File: src/common/sweep_cmd_regs.vh
// register map, reply codes, messages and limits
// included by the interpreter and the testbench; holds definitions only
`ifndef SWEEP_CMD_REGS_VH
`define SWEEP_CMD_REGS_VH
// register word offsets (bus address bits 7:2)
`define OFS_CMD        6'h00
`define OFS_START      6'h01
`define OFS_STOP       6'h02
`define OFS_STEP       6'h03
`define OFS_DET_LO     6'h04
`define OFS_DET_HI     6'h05
`define OFS_HOLD       6'h06
`define OFS_RBW        6'h07
`define OFS_MIN_ATT    6'h08
`define OFS_PREAMP     6'h09
`define OFS_PRESEL     6'h0A
`define OFS_SCAN_HOLD  6'h0B
`define OFS_STATUS     6'h0C
`define OFS_SELECT     6'h0D
`define OFS_POINT      6'h0E
// command codes written to the command register
`define CMD_DET_SEL    2'h1
`define CMD_FREE_SWEEP 2'h2
`define CMD_ABORT      2'h3
// reply codes shown in the status register
`define RPL_NONE       5'h00
`define RPL_OK         5'h01
`define RPL_REJECT     5'h02
`define RPL_ACCEPT     5'h03
`define RPL_DONE       5'h04
`define RPL_ABORTED    5'h05
`define RPL_ERR_BASE   5'h10
// status field positions
`define ST_BUSY        5
`define ST_SMART       6
`define ST_MASK_LSB    7
`define ST_FFT         13
// limits, in their own units
`define HOLD_MAX_MS    32'h2710
`define FFT_HOLD_MS    32'h32
`define FFT_STOP_HZ    32'h249F0
`define FFT_SPAN_HZ    32'h1388
`define FFT_STEP_HZ    32'h32
`define FFT_RBW        32'h7
`define ATT_STEP_DB    8'h05
`define UNMEASURED     16'h8044
`define STR_ON         32'h4E4F
`define STR_OFF        32'h46464F
`define CASE_MASK      32'hDFDFDFDF
// text images, first character in the top byte
`define MSG_ACCEPT     96'h5346443D4F4B0D0A00000000
`define MSG_ERR_HEAD   64'h5346443D45525220
`define MSG_DONE       96'h53464420454E440D0A000000
`define MSG_ABORT      96'h53424B3D4F4B0D0A00000000
`define LEN_ACCEPT     4'h8
`define LEN_ERR        4'hB
`define LEN_DONE       4'h9
`define LEN_ABORT      4'h8
`endif

File: src/design/det_string_decode.v
// detector string decoder: letters to a fixed-order detector mask
// assumes up to eight characters, first in the low byte, ended by a zero byte
`timescale 1ns/100ps
`default_nettype none
module det_string_decode (
  // packed detector string
  input  wire [63:0] det_str,
  // decoded result
  output reg  [5:0]  det_mask,
  output reg         smart,
  output reg  [3:0]  n_letters,
  output reg         bad
);
  integer   i;
  reg       ended;
  reg [7:0] ch;
  reg [5:0] alt;

  // walk the characters, mask bit order peak,qpeak,rms,avg,c-rms,c-avg
  always @* begin
    det_mask  = 6'h00;
    smart     = 1'b0;
    n_letters = 4'h0;
    bad       = 1'b0;
    ended     = 1'b0;
    ch        = 8'h00;
    alt       = 6'h00;
    for (i = 0; i < 8; i = i + 1) begin
      ch = det_str[i*8 +: 8];
      if (ch == 8'h00) begin
        ended = 1'b1;
      end else if (!ended) begin
        if (ch != 8'h53) n_letters = n_letters + 4'h1;
        case (ch)
          8'h53:   if (i == 0) smart = 1'b1; else bad = 1'b1;
          8'h50:   det_mask[0] = 1'b1;
          8'h51:   det_mask[1] = 1'b1;
          8'h52:   det_mask[2] = 1'b1;
          8'h41:   det_mask[3] = 1'b1;
          8'h4E:   det_mask[4] = 1'b1;
          8'h43:   det_mask[5] = 1'b1;
          default: bad = 1'b1;
        endcase
      end
    end
    alt = det_mask & 6'h3E;
    if (n_letters == 4'h0) bad = 1'b1;
    // smart: exactly one alternative, peak added on top
    if (smart) begin
      if (det_mask[0] || alt == 6'h00 || (alt & (alt - 6'h01)) != 6'h00) bad = 1'b1;
      det_mask = alt | 6'h01;
    end
  end
endmodule // det_string_decode
`default_nettype wire

File: src/design/sweep_command_interpreter.v
// sweep command interpreter: detector select, free sweep check, result stream
// assumes an AXI4-Lite master on clk_sys and measurement logic on the same clock
// Function
// - detector select letter, optional smart, OK/reject
// - step sign picks stepwise, auto or table
// - non-smart accepts any detector letter combination
// - smart: S first, one alternative, peak
// - smart uses hold only for re-measure
// - bandwidth index applied as given
// - minimum attenuation multiple of five, else error6
// - preamp/preselector ON or OFF, errors 7/8
// - scan hold for smart peak, else minimum
// - reply accept and start, or error only
// - error1 on bad start/stop frequencies
// - error2 on small step or short table
// - error3 on detector string faults
// - error4 on negative or over-ten-second hold
// - error5 on unsuitable bandwidth index
// - two little-endian bytes per detector per step
// - fixed order peak,qp,rms,avg,crms,cavg
// - unmeasured detector sends the marker value
// - FFT only under the listed conditions
// - done message after last step data
// - abort stops at once, abort message
//
// The implementer's own choices: the AXI4-Lite slave port and the placing of the registers.
`include "sweep_cmd_regs.vh"
`timescale 1ns/100ps
`default_nettype none
module sweep_command_interpreter #(
  parameter [31:0] FREQ_MIN_HZ    = 32'h00000001,
  parameter [31:0] FREQ_MAX_HZ    = 32'h05F5E100,
  parameter [31:0] STEP_MIN_HZ    = 32'h00000001,
  parameter [31:0] AUTO_STEP_HZ   = 32'h000003E8,
  parameter [31:0] HOLD_WIDE_MS   = 32'h00000001,
  parameter [31:0] HOLD_NARROW_MS = 32'h0000000A
) (
  // clock and reset
  input  wire        clk_sys,
  input  wire        rst,
  // register bus
  input  wire [7:0]  s_axi_awaddr,
  input  wire        s_axi_awvalid,
  output wire        s_axi_awready,
  input  wire [31:0] s_axi_wdata,
  input  wire [3:0]  s_axi_wstrb,
  input  wire        s_axi_wvalid,
  output wire        s_axi_wready,
  output wire [1:0]  s_axi_bresp,
  output wire        s_axi_bvalid,
  input  wire        s_axi_bready,
  input  wire [7:0]  s_axi_araddr,
  input  wire        s_axi_arvalid,
  output wire        s_axi_arready,
  output wire [31:0] s_axi_rdata,
  output wire [1:0]  s_axi_rresp,
  output wire        s_axi_rvalid,
  input  wire        s_axi_rready,
  // instrument context
  input  wire        limit_active,
  input  wire        unit_downconv,
  input  wire        mil_avail,
  input  wire [7:0]  max_att,
  input  wire [6:0]  scan_table_count,
  // measurement request and result
  output wire        meas_req,
  output wire [2:0]  meas_det,
  output wire [31:0] meas_hold_ms,
  output wire [31:0] tune_freq,
  output wire        tune_from_table,
  input  wire        meas_valid,
  input  wire        meas_unmeasured,
  input  wire [15:0] meas_value,
  // applied sweep settings
  output wire [4:0]  rbw_idx,
  output wire [7:0]  min_att,
  output wire        att_auto,
  output wire        preamp_on,
  output wire        presel_on,
  output wire        use_fft,
  // reply and data byte stream
  output wire        tx_valid,
  output wire [7:0]  tx_data,
  input  wire        tx_ready
);
  localparam [2:0] S_IDLE = 3'h0;
  localparam [2:0] S_MSG  = 3'h1;
  localparam [2:0] S_FIND = 3'h2;
  localparam [2:0] S_REQ  = 3'h3;
  localparam [2:0] S_TXLO = 3'h4;
  localparam [2:0] S_TXHI = 3'h5;

  // case-insensitive ON/OFF check
  function onoff_bad(input [31:0] s);
    reg [31:0] u;
    begin
      u         = s & `CASE_MASK;
      onoff_bad = (u != `STR_ON) && (u != `STR_OFF);
    end
  endfunction

  // bandwidth index suitable for unit and detector
  function rbw_fits(input [31:0] r, input dc, input mil, input qp);
    reg ok;
    begin
      if (dc) ok = (r >= 32'h1 && r <= 32'h5) || r == 32'h9 || r == 32'hA || r == 32'hC;
      else    ok = (r >= 32'h1 && r <= 32'h7) || (mil && (r == 32'hB || (r >= 32'h16 && r <= 32'h18)));
      if (qp && !(r == 32'h6 || r == 32'h7 || r == 32'hA)) ok = 1'b0;
      rbw_fits = ok;
    end
  endfunction

  // bus handshake state
  reg        awready_ff, wready_ff, bvalid_ff, arready_ff, rvalid_ff;
  reg        aw_ok_ff, w_ok_ff;
  reg [5:0]  waddr_ff;
  reg [31:0] wdata_ff;
  reg [3:0]  wstrb_ff;
  reg [1:0]  bresp_ff, rresp_ff;
  reg [31:0] rdata_ff;
  // field registers
  reg [31:0] start_ff, stop_ff, step_ff, det_lo_ff, det_hi_ff, hold_ff;
  reg [31:0] rbw_ff, att_ff, preamp_ff, presel_ff, scan_hold_ff;
  // sweep engine
  reg [2:0]  state_ff;
  reg [95:0] msg_ff;
  reg [3:0]  msg_len_ff;
  reg        sweeping_ff, abort_ff;
  reg [4:0]  reply_ff;
  reg [5:0]  sel_mask_ff, sw_mask_ff;
  reg        sel_smart_ff, sw_smart_ff;
  reg [2:0]  det_idx_ff;
  reg [32:0] cur_ff, limit_ff;
  reg [31:0] step_amt_ff, point_ff;
  reg [15:0] val_ff;
  reg        meas_req_ff, table_ff, tx_valid_ff;
  reg [7:0]  tx_data_ff;
  reg [31:0] meas_hold_ff;
  reg [4:0]  rbw_out_ff;
  reg [7:0]  att_out_ff;
  reg        att_auto_ff, preamp_on_ff, presel_on_ff, fft_ff;

  wire [5:0] dec_mask;
  wire       dec_smart;
  wire [3:0] dec_letters;
  wire       dec_bad;

  det_string_decode u_dec (
    .det_str   ({det_hi_ff, det_lo_ff}),
    .det_mask  (dec_mask),
    .smart     (dec_smart),
    .n_letters (dec_letters),
    .bad       (dec_bad)
  );

  // write path: aw and w in either order
  wire aw_hs = s_axi_awvalid & awready_ff;
  wire w_hs  = s_axi_wvalid & wready_ff;
  wire do_wr = aw_ok_ff & w_ok_ff & ~bvalid_ff;
  wire ar_hs = s_axi_arvalid & arready_ff;
  wire map_w = (waddr_ff <= `OFS_SCAN_HOLD);
  wire cmd_wr = do_wr & (waddr_ff == `OFS_CMD) & wstrb_ff[0];
  wire [1:0] cmd = wdata_ff[1:0];

  // write with byte strobes
  function [31:0] wmerge(input [31:0] old);
    integer k;
    begin
      for (k = 0; k < 4; k = k + 1) wmerge[k*8 +: 8] = wstrb_ff[k] ? wdata_ff[k*8 +: 8] : old[k*8 +: 8];
    end
  endfunction

  always @(posedge clk_sys or posedge rst) begin
    if (rst) begin
      awready_ff <= 1'b0;
      wready_ff  <= 1'b0;
      aw_ok_ff   <= 1'b0;
      w_ok_ff    <= 1'b0;
      bvalid_ff  <= 1'b0;
      bresp_ff   <= 2'h0;
      waddr_ff   <= 6'h00;
      wdata_ff   <= 32'h0;
      wstrb_ff   <= 4'h0;
    end else begin
      if (aw_hs) begin
        aw_ok_ff <= 1'b1;
        waddr_ff <= s_axi_awaddr[7:2];
      end else if (do_wr) begin
        aw_ok_ff <= 1'b0;
      end
      if (w_hs) begin
        w_ok_ff  <= 1'b1;
        wdata_ff <= s_axi_wdata;
        wstrb_ff <= s_axi_wstrb;
      end else if (do_wr) begin
        w_ok_ff <= 1'b0;
      end
      awready_ff <= ~(aw_ok_ff | aw_hs) & ~bvalid_ff & ~do_wr;
      wready_ff  <= ~(w_ok_ff | w_hs) & ~bvalid_ff & ~do_wr;
      if (do_wr) begin
        bvalid_ff <= 1'b1;
        bresp_ff  <= map_w ? 2'h0 : 2'h2;
      end else if (s_axi_bready) begin
        bvalid_ff <= 1'b0;
      end
    end
  end

  // fields, frozen while sweeping
  always @(posedge clk_sys or posedge rst) begin
    if (rst) begin
      start_ff     <= 32'h0;
      stop_ff      <= 32'h0;
      step_ff      <= 32'h0;
      det_lo_ff    <= 32'h0;
      det_hi_ff    <= 32'h0;
      hold_ff      <= 32'h0;
      rbw_ff       <= 32'h0;
      att_ff       <= 32'h0;
      preamp_ff    <= 32'h0;
      presel_ff    <= 32'h0;
      scan_hold_ff <= 32'hFFFFFFFF;
    end else if (do_wr && !sweeping_ff) begin
      case (waddr_ff)
        `OFS_START:     start_ff     <= wmerge(start_ff);
        `OFS_STOP:      stop_ff      <= wmerge(stop_ff);
        `OFS_STEP:      step_ff      <= wmerge(step_ff);
        `OFS_DET_LO:    det_lo_ff    <= wmerge(det_lo_ff);
        `OFS_DET_HI:    det_hi_ff    <= wmerge(det_hi_ff);
        `OFS_HOLD:      hold_ff      <= wmerge(hold_ff);
        `OFS_RBW:       rbw_ff       <= wmerge(rbw_ff);
        `OFS_MIN_ATT:   att_ff       <= wmerge(att_ff);
        `OFS_PREAMP:    preamp_ff    <= wmerge(preamp_ff);
        `OFS_PRESEL:    presel_ff    <= wmerge(presel_ff);
        `OFS_SCAN_HOLD: scan_hold_ff <= wmerge(scan_hold_ff);
        default:        start_ff     <= start_ff;
      endcase
    end
  end

  // read path
  reg [31:0] rd_mux;
  reg        rd_ok;
  always @* begin
    rd_ok = 1'b1;
    case (s_axi_araddr[7:2])
      `OFS_CMD:       rd_mux = 32'h0;
      `OFS_START:     rd_mux = start_ff;
      `OFS_STOP:      rd_mux = stop_ff;
      `OFS_STEP:      rd_mux = step_ff;
      `OFS_DET_LO:    rd_mux = det_lo_ff;
      `OFS_DET_HI:    rd_mux = det_hi_ff;
      `OFS_HOLD:      rd_mux = hold_ff;
      `OFS_RBW:       rd_mux = rbw_ff;
      `OFS_MIN_ATT:   rd_mux = att_ff;
      `OFS_PREAMP:    rd_mux = preamp_ff;
      `OFS_PRESEL:    rd_mux = presel_ff;
      `OFS_SCAN_HOLD: rd_mux = scan_hold_ff;
      `OFS_STATUS:    rd_mux = {18'h0, fft_ff, sw_mask_ff, sw_smart_ff, sweeping_ff, reply_ff};
      `OFS_SELECT:    rd_mux = {25'h0, sel_smart_ff, sel_mask_ff};
      `OFS_POINT:     rd_mux = point_ff;
      default: begin
        rd_mux = 32'h0;
        rd_ok  = 1'b0;
      end
    endcase
  end

  always @(posedge clk_sys or posedge rst) begin
    if (rst) begin
      arready_ff <= 1'b0;
      rvalid_ff  <= 1'b0;
      rdata_ff   <= 32'h0;
      rresp_ff   <= 2'h0;
    end else begin
      arready_ff <= ~(ar_hs | (rvalid_ff & ~s_axi_rready));
      if (ar_hs) begin
        rvalid_ff <= 1'b1;
        rdata_ff  <= rd_mux;
        rresp_ff  <= rd_ok ? 2'h0 : 2'h2;
      end else if (s_axi_rready) begin
        rvalid_ff <= 1'b0;
      end
    end
  end

  // field checks, first failing error number wins
  wire signed [31:0] step_s = step_ff;
  wire e1 = (start_ff < FREQ_MIN_HZ) || (stop_ff > FREQ_MAX_HZ) || (start_ff > stop_ff);
  wire e2 = (step_s > 0 && step_ff < STEP_MIN_HZ) || (step_s == 0 && scan_table_count < 7'h02);
  wire e3 = dec_bad || (dec_smart && !limit_active);
  wire e4 = hold_ff[31] || (hold_ff > `HOLD_MAX_MS);
  wire e5 = !rbw_fits(rbw_ff, unit_downconv, mil_avail, dec_mask[1]);
  wire e6 = att_ff[31] || (att_ff > {24'h000000, max_att}) || (att_ff[7:0] % `ATT_STEP_DB != 8'h00);
  wire e7 = onoff_bad(preamp_ff);
  wire e8 = onoff_bad(presel_ff);
  wire [3:0] errn = e1 ? 4'h1 : e2 ? 4'h2 : e3 ? 4'h3 : e4 ? 4'h4 :
                    e5 ? 4'h5 : e6 ? 4'h6 : e7 ? 4'h7 : e8 ? 4'h8 : 4'h0;
  wire [31:0] span = stop_ff - start_ff;
  wire fft_ok = ((dec_mask == 6'h01 && !dec_smart && hold_ff < `FFT_HOLD_MS) || dec_smart) &&
                stop_ff <= `FFT_STOP_HZ && span >= `FFT_SPAN_HZ &&
                step_ff == `FFT_STEP_HZ && rbw_ff == `FFT_RBW;
  wire det_sel_ok = !dec_bad && dec_letters == 4'h1 && !dec_mask[5];
  wire last_det  = (det_idx_ff == 3'h5);
  wire narrow    = (rbw_ff == 32'h7) || (rbw_ff >= 32'h16);
  wire [31:0] min_hold = narrow ? HOLD_NARROW_MS : HOLD_WIDE_MS;
  wire [15:0] nxt_val  = meas_unmeasured ? `UNMEASURED : meas_value;

  // command handling and the sweep stream engine
  always @(posedge clk_sys or posedge rst) begin
    if (rst) begin
      state_ff     <= S_IDLE;
      msg_ff       <= 96'h0;
      msg_len_ff   <= 4'h0;
      sweeping_ff  <= 1'b0;
      abort_ff     <= 1'b0;
      reply_ff     <= `RPL_NONE;
      sel_mask_ff  <= 6'h01;
      sel_smart_ff <= 1'b0;
      sw_mask_ff   <= 6'h00;
      sw_smart_ff  <= 1'b0;
      det_idx_ff   <= 3'h0;
      cur_ff       <= 33'h0;
      limit_ff     <= 33'h0;
      step_amt_ff  <= 32'h0;
      point_ff     <= 32'h0;
      val_ff       <= 16'h0000;
      meas_req_ff  <= 1'b0;
      meas_hold_ff <= 32'h0;
      table_ff     <= 1'b0;
      tx_valid_ff  <= 1'b0;
      tx_data_ff   <= 8'h00;
      rbw_out_ff   <= 5'h00;
      att_out_ff   <= 8'h00;
      att_auto_ff  <= 1'b0;
      preamp_on_ff <= 1'b0;
      presel_on_ff <= 1'b0;
      fft_ff       <= 1'b0;
    end else begin
      // abort latches until consumed
      if (cmd_wr && cmd == `CMD_ABORT && sweeping_ff) abort_ff <= 1'b1;
      // commands refused while sweeping
      if (cmd_wr && cmd != `CMD_ABORT && sweeping_ff) reply_ff <= `RPL_REJECT;
      if (cmd_wr && cmd == `CMD_ABORT && !sweeping_ff) reply_ff <= `RPL_REJECT;
      case (state_ff)
        S_IDLE: begin
          if (cmd_wr && cmd == `CMD_DET_SEL) begin
            reply_ff <= det_sel_ok ? `RPL_OK : `RPL_REJECT;
            if (det_sel_ok) begin
              sel_mask_ff  <= dec_mask;
              sel_smart_ff <= dec_smart;
            end
          end else if (cmd_wr && cmd == `CMD_FREE_SWEEP) begin
            state_ff <= S_MSG;
            if (errn != 4'h0) begin
              reply_ff   <= `RPL_ERR_BASE + {1'b0, errn};
              msg_ff     <= {`MSG_ERR_HEAD, 8'h30 + {4'h0, errn}, 16'h0D0A, 8'h00};
              msg_len_ff <= `LEN_ERR;
            end else begin
              reply_ff     <= `RPL_ACCEPT;
              msg_ff       <= `MSG_ACCEPT;
              msg_len_ff   <= `LEN_ACCEPT;
              sweeping_ff  <= 1'b1;
              sw_mask_ff   <= dec_mask;
              sw_smart_ff  <= dec_smart;
              det_idx_ff   <= 3'h0;
              point_ff     <= 32'h0;
              table_ff     <= (step_s == 0);
              cur_ff       <= (step_s == 0) ? 33'h0 : {1'b0, start_ff};
              limit_ff     <= (step_s == 0) ? {26'h0, scan_table_count - 7'h01} : {1'b0, stop_ff};
              step_amt_ff  <= (step_s > 0) ? step_ff : (step_s < 0) ? AUTO_STEP_HZ : 32'h1;
              rbw_out_ff   <= rbw_ff[4:0];
              att_out_ff   <= att_ff[7:0];
              att_auto_ff  <= 1'b1;
              preamp_on_ff <= ((preamp_ff & `CASE_MASK) == `STR_ON);
              presel_on_ff <= ((presel_ff & `CASE_MASK) == `STR_ON);
              fft_ff       <= fft_ok;
            end
          end
        end
        S_MSG: begin
          tx_valid_ff <= 1'b1;
          tx_data_ff  <= msg_ff[95:88];
          if (tx_valid_ff && tx_ready) begin
            msg_ff     <= {msg_ff[87:0], 8'h00};
            tx_data_ff <= msg_ff[87:80];
            msg_len_ff <= msg_len_ff - 4'h1;
            if (msg_len_ff == 4'h1) begin
              tx_valid_ff <= 1'b0;
              state_ff    <= sweeping_ff ? S_FIND : S_IDLE;
            end
          end
        end
        S_FIND: begin
          if (abort_ff) begin
            abort_ff    <= 1'b0;
            sweeping_ff <= 1'b0;
            att_auto_ff <= 1'b0;
            reply_ff    <= `RPL_ABORTED;
            msg_ff      <= `MSG_ABORT;
            msg_len_ff  <= `LEN_ABORT;
            state_ff    <= S_MSG;
          end else if (cur_ff > limit_ff) begin
            sweeping_ff <= 1'b0;
            att_auto_ff <= 1'b0;
            reply_ff    <= `RPL_DONE;
            msg_ff      <= `MSG_DONE;
            msg_len_ff  <= `LEN_DONE;
            state_ff    <= S_MSG;
          end else if (sw_mask_ff[det_idx_ff]) begin
            meas_req_ff  <= 1'b1;
            // smart peak pass: scan hold or minimum
            if (sw_smart_ff && det_idx_ff == 3'h0)
              meas_hold_ff <= scan_hold_ff[31] ? min_hold : scan_hold_ff;
            else
              meas_hold_ff <= hold_ff;
            state_ff <= S_REQ;
          end else if (last_det) begin
            det_idx_ff <= 3'h0;
            cur_ff     <= cur_ff + {1'b0, step_amt_ff};
            point_ff   <= point_ff + 32'h1;
          end else begin
            det_idx_ff <= det_idx_ff + 3'h1;
          end
        end
        S_REQ: begin
          if (abort_ff) begin
            meas_req_ff <= 1'b0;
            state_ff    <= S_FIND;
          end else if (meas_valid) begin
            meas_req_ff <= 1'b0;
            val_ff      <= nxt_val;
            tx_data_ff  <= nxt_val[7:0];
            tx_valid_ff <= 1'b1;
            state_ff    <= S_TXLO;
          end
        end
        S_TXLO: begin
          if (tx_ready) begin
            tx_data_ff <= val_ff[15:8];
            state_ff   <= S_TXHI;
          end
        end
        S_TXHI: begin
          if (tx_ready) begin
            tx_valid_ff <= 1'b0;
            state_ff    <= S_FIND;
            if (last_det) begin
              det_idx_ff <= 3'h0;
              cur_ff     <= cur_ff + {1'b0, step_amt_ff};
              point_ff   <= point_ff + 32'h1;
            end else begin
              det_idx_ff <= det_idx_ff + 3'h1;
            end
          end
        end
        default: state_ff <= S_IDLE;
      endcase
    end
  end

  // output drive
  assign s_axi_awready   = awready_ff;
  assign s_axi_wready    = wready_ff;
  assign s_axi_bresp     = bresp_ff;
  assign s_axi_bvalid    = bvalid_ff;
  assign s_axi_arready   = arready_ff;
  assign s_axi_rdata     = rdata_ff;
  assign s_axi_rresp     = rresp_ff;
  assign s_axi_rvalid    = rvalid_ff;
  assign meas_req        = meas_req_ff;
  assign meas_det        = det_idx_ff;
  assign meas_hold_ms    = meas_hold_ff;
  assign tune_freq       = cur_ff[31:0];
  assign tune_from_table = table_ff;
  assign rbw_idx         = rbw_out_ff;
  assign min_att         = att_out_ff;
  assign att_auto        = att_auto_ff;
  assign preamp_on       = preamp_on_ff;
  assign presel_on       = presel_on_ff;
  assign use_fft         = fft_ff;
  assign tx_valid        = tx_valid_ff;
  assign tx_data         = tx_data_ff;
endmodule // sweep_command_interpreter
`default_nettype wire

File: config.mk
export PLATFORM = sky130hd
export DESIGN_NAME = sweep_command_interpreter
export DESIGN_NICKNAME = d
export VERILOG_FILES = /design/src/design/det_string_decode.v /design/src/design/sweep_command_interpreter.v
export VERILOG_INCLUDE_DIRS = /design/src /design/src/common
export SDC_FILE = /design/constraint.sdc
export NUM_CORES = 2
export LEC_CHECK = 0
export BUFFER_PORTS_ARGS = -buffer_cell sky130_fd_sc_hd__buf_2
export CORE_AREA = 4 4 234 328
export DETAILED_ROUTE_END_ITERATION = 16
export DIE_AREA = 0 0 238 332
export PLACE_DENSITY_LB_ADDON = 0.2
export SETUP_SLACK_MARGIN = 0.4
export SLEW_MARGIN = 20
export SYNTH_ARGS = -nofsm -noshare
export SYNTH_HDL_FRONTEND = slang
export SYNTH_SLANG_ARGS = --single-unit
File: constraint.sdc
create_clock -name clk_sys -period 49.3 [get_ports clk_sys]
set_input_delay 7.395 -clock clk_sys [delete_from_list [all_inputs] [get_ports clk_sys]]
set_output_delay 7.395 -clock clk_sys [all_outputs]
set_load 0.005 [all_outputs]
# == Word level (Yosys, flattened, before mapping) ==
# Index checks and enable logic that the tools add are counted.
# totals
regBits,769
latch_bits,0
ram_bits,0
mem_bits_ro,0
input_bits,96
memories,0
# op_classes
add_sub_neg,16
mul,0
div,1
order_cmp,20
eq_ne,124
shifts,0
n_mux,242
n_bitwise,26
reduce_logical,144
# ops
op,n
two-way mux 96 bit,5
one-hot mux 32 bit (14 select lines),1
"== test 8 x 7 -> 1 bit, second input constant",49
two-way mux 32 bit,12
one-hot mux 96 bit (3 select lines),1
two-way mux 33 bit,8
two-way mux 4 bit,36
AND reduction 3 bit,46
"== test 32 x 4 -> 1 bit, second input constant",4
two-way mux 1 bit,114
one-hot mux 33 bit (3 select lines),1
"less-than comparator 32 x 1 -> 1 bit, second input constant",3
one-hot mux 32 bit (3 select lines),1
two-way mux 6 bit,15
"== test 6 x 4 -> 1 bit, second input constant",11
"== test 32 x 3 -> 1 bit, second input constant",2
"less-or-equal comparator 32 x 3 -> 1 bit, second input constant",2
zero test 8 bit,8
"!= test 8 x 7 -> 1 bit, second input constant",8
two-way mux 60 bit,1
two-way mux 3 bit,19
"== test 28 x 13 -> 1 bit, second input constant",2
"!= test 28 x 13 -> 1 bit, second input constant",2
"!= test 28 x 20 -> 1 bit, second input constant",2
other kinds (75),220

# == Depth between registers and ports, before layout ==
# logic_depth
word_depth,44
ltp_mapped,36

# == By module ==
# A second synthesis with hierarchy kept.
# hier_totals
hier_cells,4001
hier_area_um2,39985.8
# modules_own_cells
module,n_inst,cells_per_inst,area_per_inst_um2,seq_area_each_um2
sweep_command_interpreter,1,3666,37793.7,18108.6
det_string_decode,1,335,2192.1,0.0

# == Worst setup path before layout ==
# No wires, ideal clock.
# synth_path
kind,in2reg
from,in max_att[1]
to,reg point_ff[10]
setup_ps,77
arrival_time_ps,10310
slack_ps,38913
cell_stages,15
path_buffers,1
path_cell_list,inv_1 > ha_1 > nor2b_1 > o21a_1 > o21a_1 > o21ai_0 > a21oi_1 > o31ai_1 > and3_1 > o211a_1 > nor3b_2 > a41oi_4 > buf_6 > or4_1 > a21oi_1
# synth_between
elab_chain_cells,12
# synth_rtl
item,line,text
start: declaration,sweep_command_interpreter.v:63,"input wire [7:0] max_att,"
> comparator 32 x 8 -> 1 bit,sweep_command_interpreter.v:294,"wire e6 = att_ff[31] || (att_ff > {24'h000000, max_att}) || (att_ff[7:0] % `ATT_STEP_DB != 8'h00);"
logical OR 1 bit (2 in a row),sweep_command_interpreter.v:294,
two-way mux 4 bit (2 in a row),sweep_command_interpreter.v:298,e5 ? 4'h5 : e6 ? 4'h6 : e7 ? 4'h7 : e8 ? 4'h8 : 4'h0;
two-way mux 4 bit (4 in a row),sweep_command_interpreter.v:297,wire [3:0] errn = e1 ? 4'h1 : e2 ? 4'h2 : e3 ? 4'h3 : e4 ? 4'h4 :
nonzero test 4 bit,sweep_command_interpreter.v:355,if (errn != 4'h0) begin
!= test 2 bit (no source line),n/a,
AND reduction 8 bit (no source line),n/a,
end signal: assignment,sweep_command_interpreter.v:421,point_ff <= point_ff + 32'h1;
end signal: assignment,sweep_command_interpreter.v:451,point_ff <= point_ff + 32'h1;
end: declaration,sweep_command_interpreter.v:134,"reg [31:0] step_amt_ff, point_ff;"
# No other way between the ends.
# A chain may end at the register's enable or synchronous reset.

# == Worst setup path in the final report ==
# layout_path
from,in max_att[1]
to,reg step_amt_ff[28]
# layout_between
elab_chain_cells,12
# layout_rtl
item,line,text
> comparator 32 x 8 -> 1 bit,sweep_command_interpreter.v:294,
logical OR 1 bit (2 in a row),sweep_command_interpreter.v:294,
two-way mux 4 bit (2 in a row),sweep_command_interpreter.v:298,
two-way mux 4 bit (4 in a row),sweep_command_interpreter.v:297,
nonzero test 4 bit,sweep_command_interpreter.v:355,
inverter 1 bit (no source line),n/a,
AND reduction 4 bit (no source line),n/a,
end signal: assignment,sweep_command_interpreter.v:371,step_amt_ff <= (step_s > 0) ? step_ff : (step_s < 0) ? AUTO_STEP_HZ : 32'h1;
end: declaration,sweep_command_interpreter.v:134,
# No other way between the ends.

==> impl_metrics.json <==
{
  "synth.area.top_cells": "dfrtp_1 (43%), mux2_2 (12%), nand2_1 (4.4%)",
  "die_x_um": 238,
  "core_um2": 73700,
  "cts_sinks": 722,
  "clock_latency_ns": 0.65,
  "yosysTopAreaCell": "dfrtp_1",
  "ys_ff_latch": 722,
  "synth_top_area_frac": 0.428,
  "postCtsSetupRepairBufs": 0,
  "endpoint": "step_amt_ff[28]$_DFFE_PP0P_",
  "cts.path.max_buffers": 3,
  "synth_area_per_cell_um2": 9.95,
  "critPathSlowestCell": "o31ai_1",
  "worstPathMaxFanout": 60,
  "cp.arrival_ns": 11.53,
  "crit_start": "max_att[1]",
  "slowest_delay_ns": 0.66,
  "rows": 118,
  "final_layout_size_suffix_gt1_frac": 0.218,
  "hold_buffers": 0,
  "r2r-end": "step_amt_ff[28]$_DFFE_PP0P_",
  "grt_pass1_vias": 33500,
  "start_util": 0.547,
  "synthCells": 4048,
  "viasPerCell": 6.67,
  "r2r_start": "det_lo_ff[15]$_DFFE_PP0P_",
  "fin_util": 0.603,
  "power_leakage_nw": 21.0,
  "clockRootBuffer": "clkbuf_16",
  "required_ns": 49.87,
  "layout.nets": 4355,
  "numCtsBuffers": 73,
  "antenna_left": 0,
  "slew_headroom": 0.170,
  "die_h_um": 332,
  "min_period_ns": 10.95,
  "port_buffers": 225,
  "cts_tree": "yes",
  "end_kind": "register",
  "grt_max_degree": 175,
  "ioPinCount": 232,
  "cts.reportedPaths.clkPinSlew_ns": 0.06,
  "largest_register_ff_count": 60,
  "grt_pass1_wl_um": 213000,
  "gp_congestion": 1.03,
  "antenna_found_initial": 6,
  "cpMostUsedCell": "o21a_1",
  "routed_wl_um": 144000,
  "cp-start-kind": "input pin",
  "crit_type": "in2reg",
  "route.met2.wl_um": 65300,
  "routedWlPerCell_um": 27.8,
  "min_period_over_period": 0.222,
  "peakVddDrop_mv": 0.146,
  "drtPass1Iterations": 9,
  "top_regs": "msg_ff: 60 flops, cur_ff: 33 flops",
  "via_count": 34400,
  "netlist_area_um2": 40300,
  "status": "finished clean",
  "tightest_slew_ns": 1.23,
  "fmax_ghz": 0.0913,
  "layout_common_cells": "dfrtp_1 (689), nand2_1 (470), mux2_2 (423)",
  "placed_cell_area_um2": 41900,
  "cap_violations": 0,
  "final_area_um2": 44400,
  "hold_viol": 0,
  "met3WireLength_um": 12600,
  "r2r_slack_ns": 40.93,
  "initialDrtViolationCount": 3784,
  "slew_violations": 0,
  "drc": 0,
  "grt_setup_unrepaired": "no",
  "ff2ff_path_depth": 33,
  "synth_edf_count": 0,
  "pwr_density_cell_nw_per_um2": 62.5,
  "setup_viol": 0,
  "total_power_w": 0.00278,
  "async_reset_ff_frac": 1.00,
  "wl_met1_um": 54600,
  "final_common_cell": "dfrtp_1",
  "setup_tns_ns": 0,
  "highest_layer": "met5",
  "largest_register": "msg_ff",
  "ys_warn_count": 0,
  "grt_use_total": 0.354,
  "clock_skew_ns": 0.0418,
  "crit_path_cell_trace": "buf_2, inv_1, ha_1, nor2b_1, o21a_1, o21a_1, o21ai_0, a21oi_1, o31ai_1, and3_1, o211a_1, nor3b_2, and4_4, buf_4, nand3_1, nand2_1",
  "htreeDepth": 3,
  "synth_ff_type": "dfrtp_1",
  "area_growth_pct": 10.3,
  "synth.distinct_cells": 110,
  "place_hpwl_um": 106000,
  "overflow": 0,
  "min_path_type": "reg2reg",
  "yosysSeqAreaShare": 0.450,
  "die_area_um2": 79000,
  "cts_resized": 0
}
[cell type report]
cell class / instances / area, um2
Clock inverter: 28 / 430
Multi-Input combinational cell: 2938 / 20600
Sequential cell: 722 / 18100
Clock buffer: 100 / 2110
Antenna cell: 4 / 10.0
Fill cell: 6410 / 29200
Timing Repair Buffer: 270 / 1480
Inverter: 135 / 514
Tap cell: 960 / 1200
[worst min-delay path by stage]
| stage | start | cells past startpoint | endpoint | slack [ns] |
|---|---|---|---|---|
| 6_report | msg_ff[61]$_DFFE_PP0P_ | 2 | msg_ff[61]$_DFFE_PP0P_ | 0.46 |
| 5_1_grt | msg_ff[78]$_DFFE_PP0P_ | 2 | msg_ff[78]$_DFFE_PP0P_ | 0.48 |
| 4_1_cts | msg_ff[78]$_DFFE_PP0P_ | 2 | msg_ff[78]$_DFFE_PP0P_ | 0.46 |
| 3_5_place_dp | msg_ff[78]$_DFFE_PP0P_ | 2 | msg_ff[78]$_DFFE_PP0P_ | 0.45 |
| 3_3_place_gp | msg_ff[70]$_DFFE_PP0P_ | 2 | msg_ff[70]$_DFFE_PP0P_ | 0.45 |
| 2_1_floorplan | aw_ok_ff$_DFFE_PP0P_ | 1 | s_axi_awready$_DFF_PP0_ | 0.43 |
[worst max-delay path: cells and delay by family]
kind / cells / cell delay (ns)
simple gates: 6 / 1.61
compound gates: 6 / 1.40
buf+inv: 3 / 0.73
fa+ha+maj: 1 / 0.29
[kinds of logic (layout without fill, tap and decap cells)]
logic type	count (synthesis)	count (layout)	synth area share
flops	722	722	0.450
other cells	1	6	0.0000931
compound gates	943	943	0.157
buf+inv	389	533	0.0413
simple gates	1348	1348	0.167
xor+xnor	58	58	0.0137
fa+ha+maj	120	120	0.0376
mux	467	467	0.134
[metrics by stage]
step,worst slack (ns),hold slack (ns),cells
after floorplan,21.71,0.427,4049
after global placement,37.85,0.446,5025
after detailed placement,37.79,0.450,5025
after CTS,38.44,0.464,5153
after global routing,38.17,0.478,5154
final,38.35,0.456,5157
[cell usage after synthesis (15+ instances only)]
| library cell | number |
|---|---|
| dfstp_2 | 33 |
| a22o_1 | 27 |
| a222oi_1 | 41 |
| o21ai_0 | 235 |
| nand2_1 | 473 |
| xnor2_1 | 36 |
| buf_4 | 38 |
| nor3_1 | 63 |
| nor4_1 | 64 |
| a22oi_1 | 67 |
| nor3b_1 | 41 |
| nand3b_1 | 24 |
| a32o_1 | 15 |
| buf_2 | 23 |
| and3_1 | 44 |
| xor2_1 | 18 |
| a21oi_1 | 209 |
| or3_1 | 18 |
| a21o_1 | 53 |
| nand3_1 | 122 |
| a211oi_1 | 21 |
| nand4b_1 | 22 |
| a221oi_1 | 35 |
| clkbuf_1 | 172 |
| and2_1 | 28 |
| o21a_1 | 23 |
| nor2b_1 | 17 |
| ha_1 | 117 |
| mux2i_1 | 24 |
| nand4_1 | 59 |
| nor2_1 | 258 |
| a31oi_1 | 44 |
| buf_1 | 16 |
| dfrtp_1 | 689 |
| o31ai_1 | 34 |
| or4_1 | 25 |
| inv_1 | 133 |
| mux2_2 | 423 |
| nand2b_1 | 26 |
[metal layers]
layer | track usage | vias up
met5 | 0 | -
met4 | 0.218 | 4
met3 | 0.0647 | 458
met2 | 0.557 | 1830
met1 | 0.455 | 17000
li1 | - | 15100
[power breakdown]
| part | internal, W | switching, W | total [W] |
|---|---|---|---|
| Clock | 0.000353 | 0.000245 | 0.000598 |
| Combinational | 0.000438 | 0.000748 | 0.00119 |
| Sequential | 0.000723 | 0.000269 | 0.000992 |
| Total | 0.00151 | 0.00126 | 0.00278 |
Power figures use the tool's default switching activity.
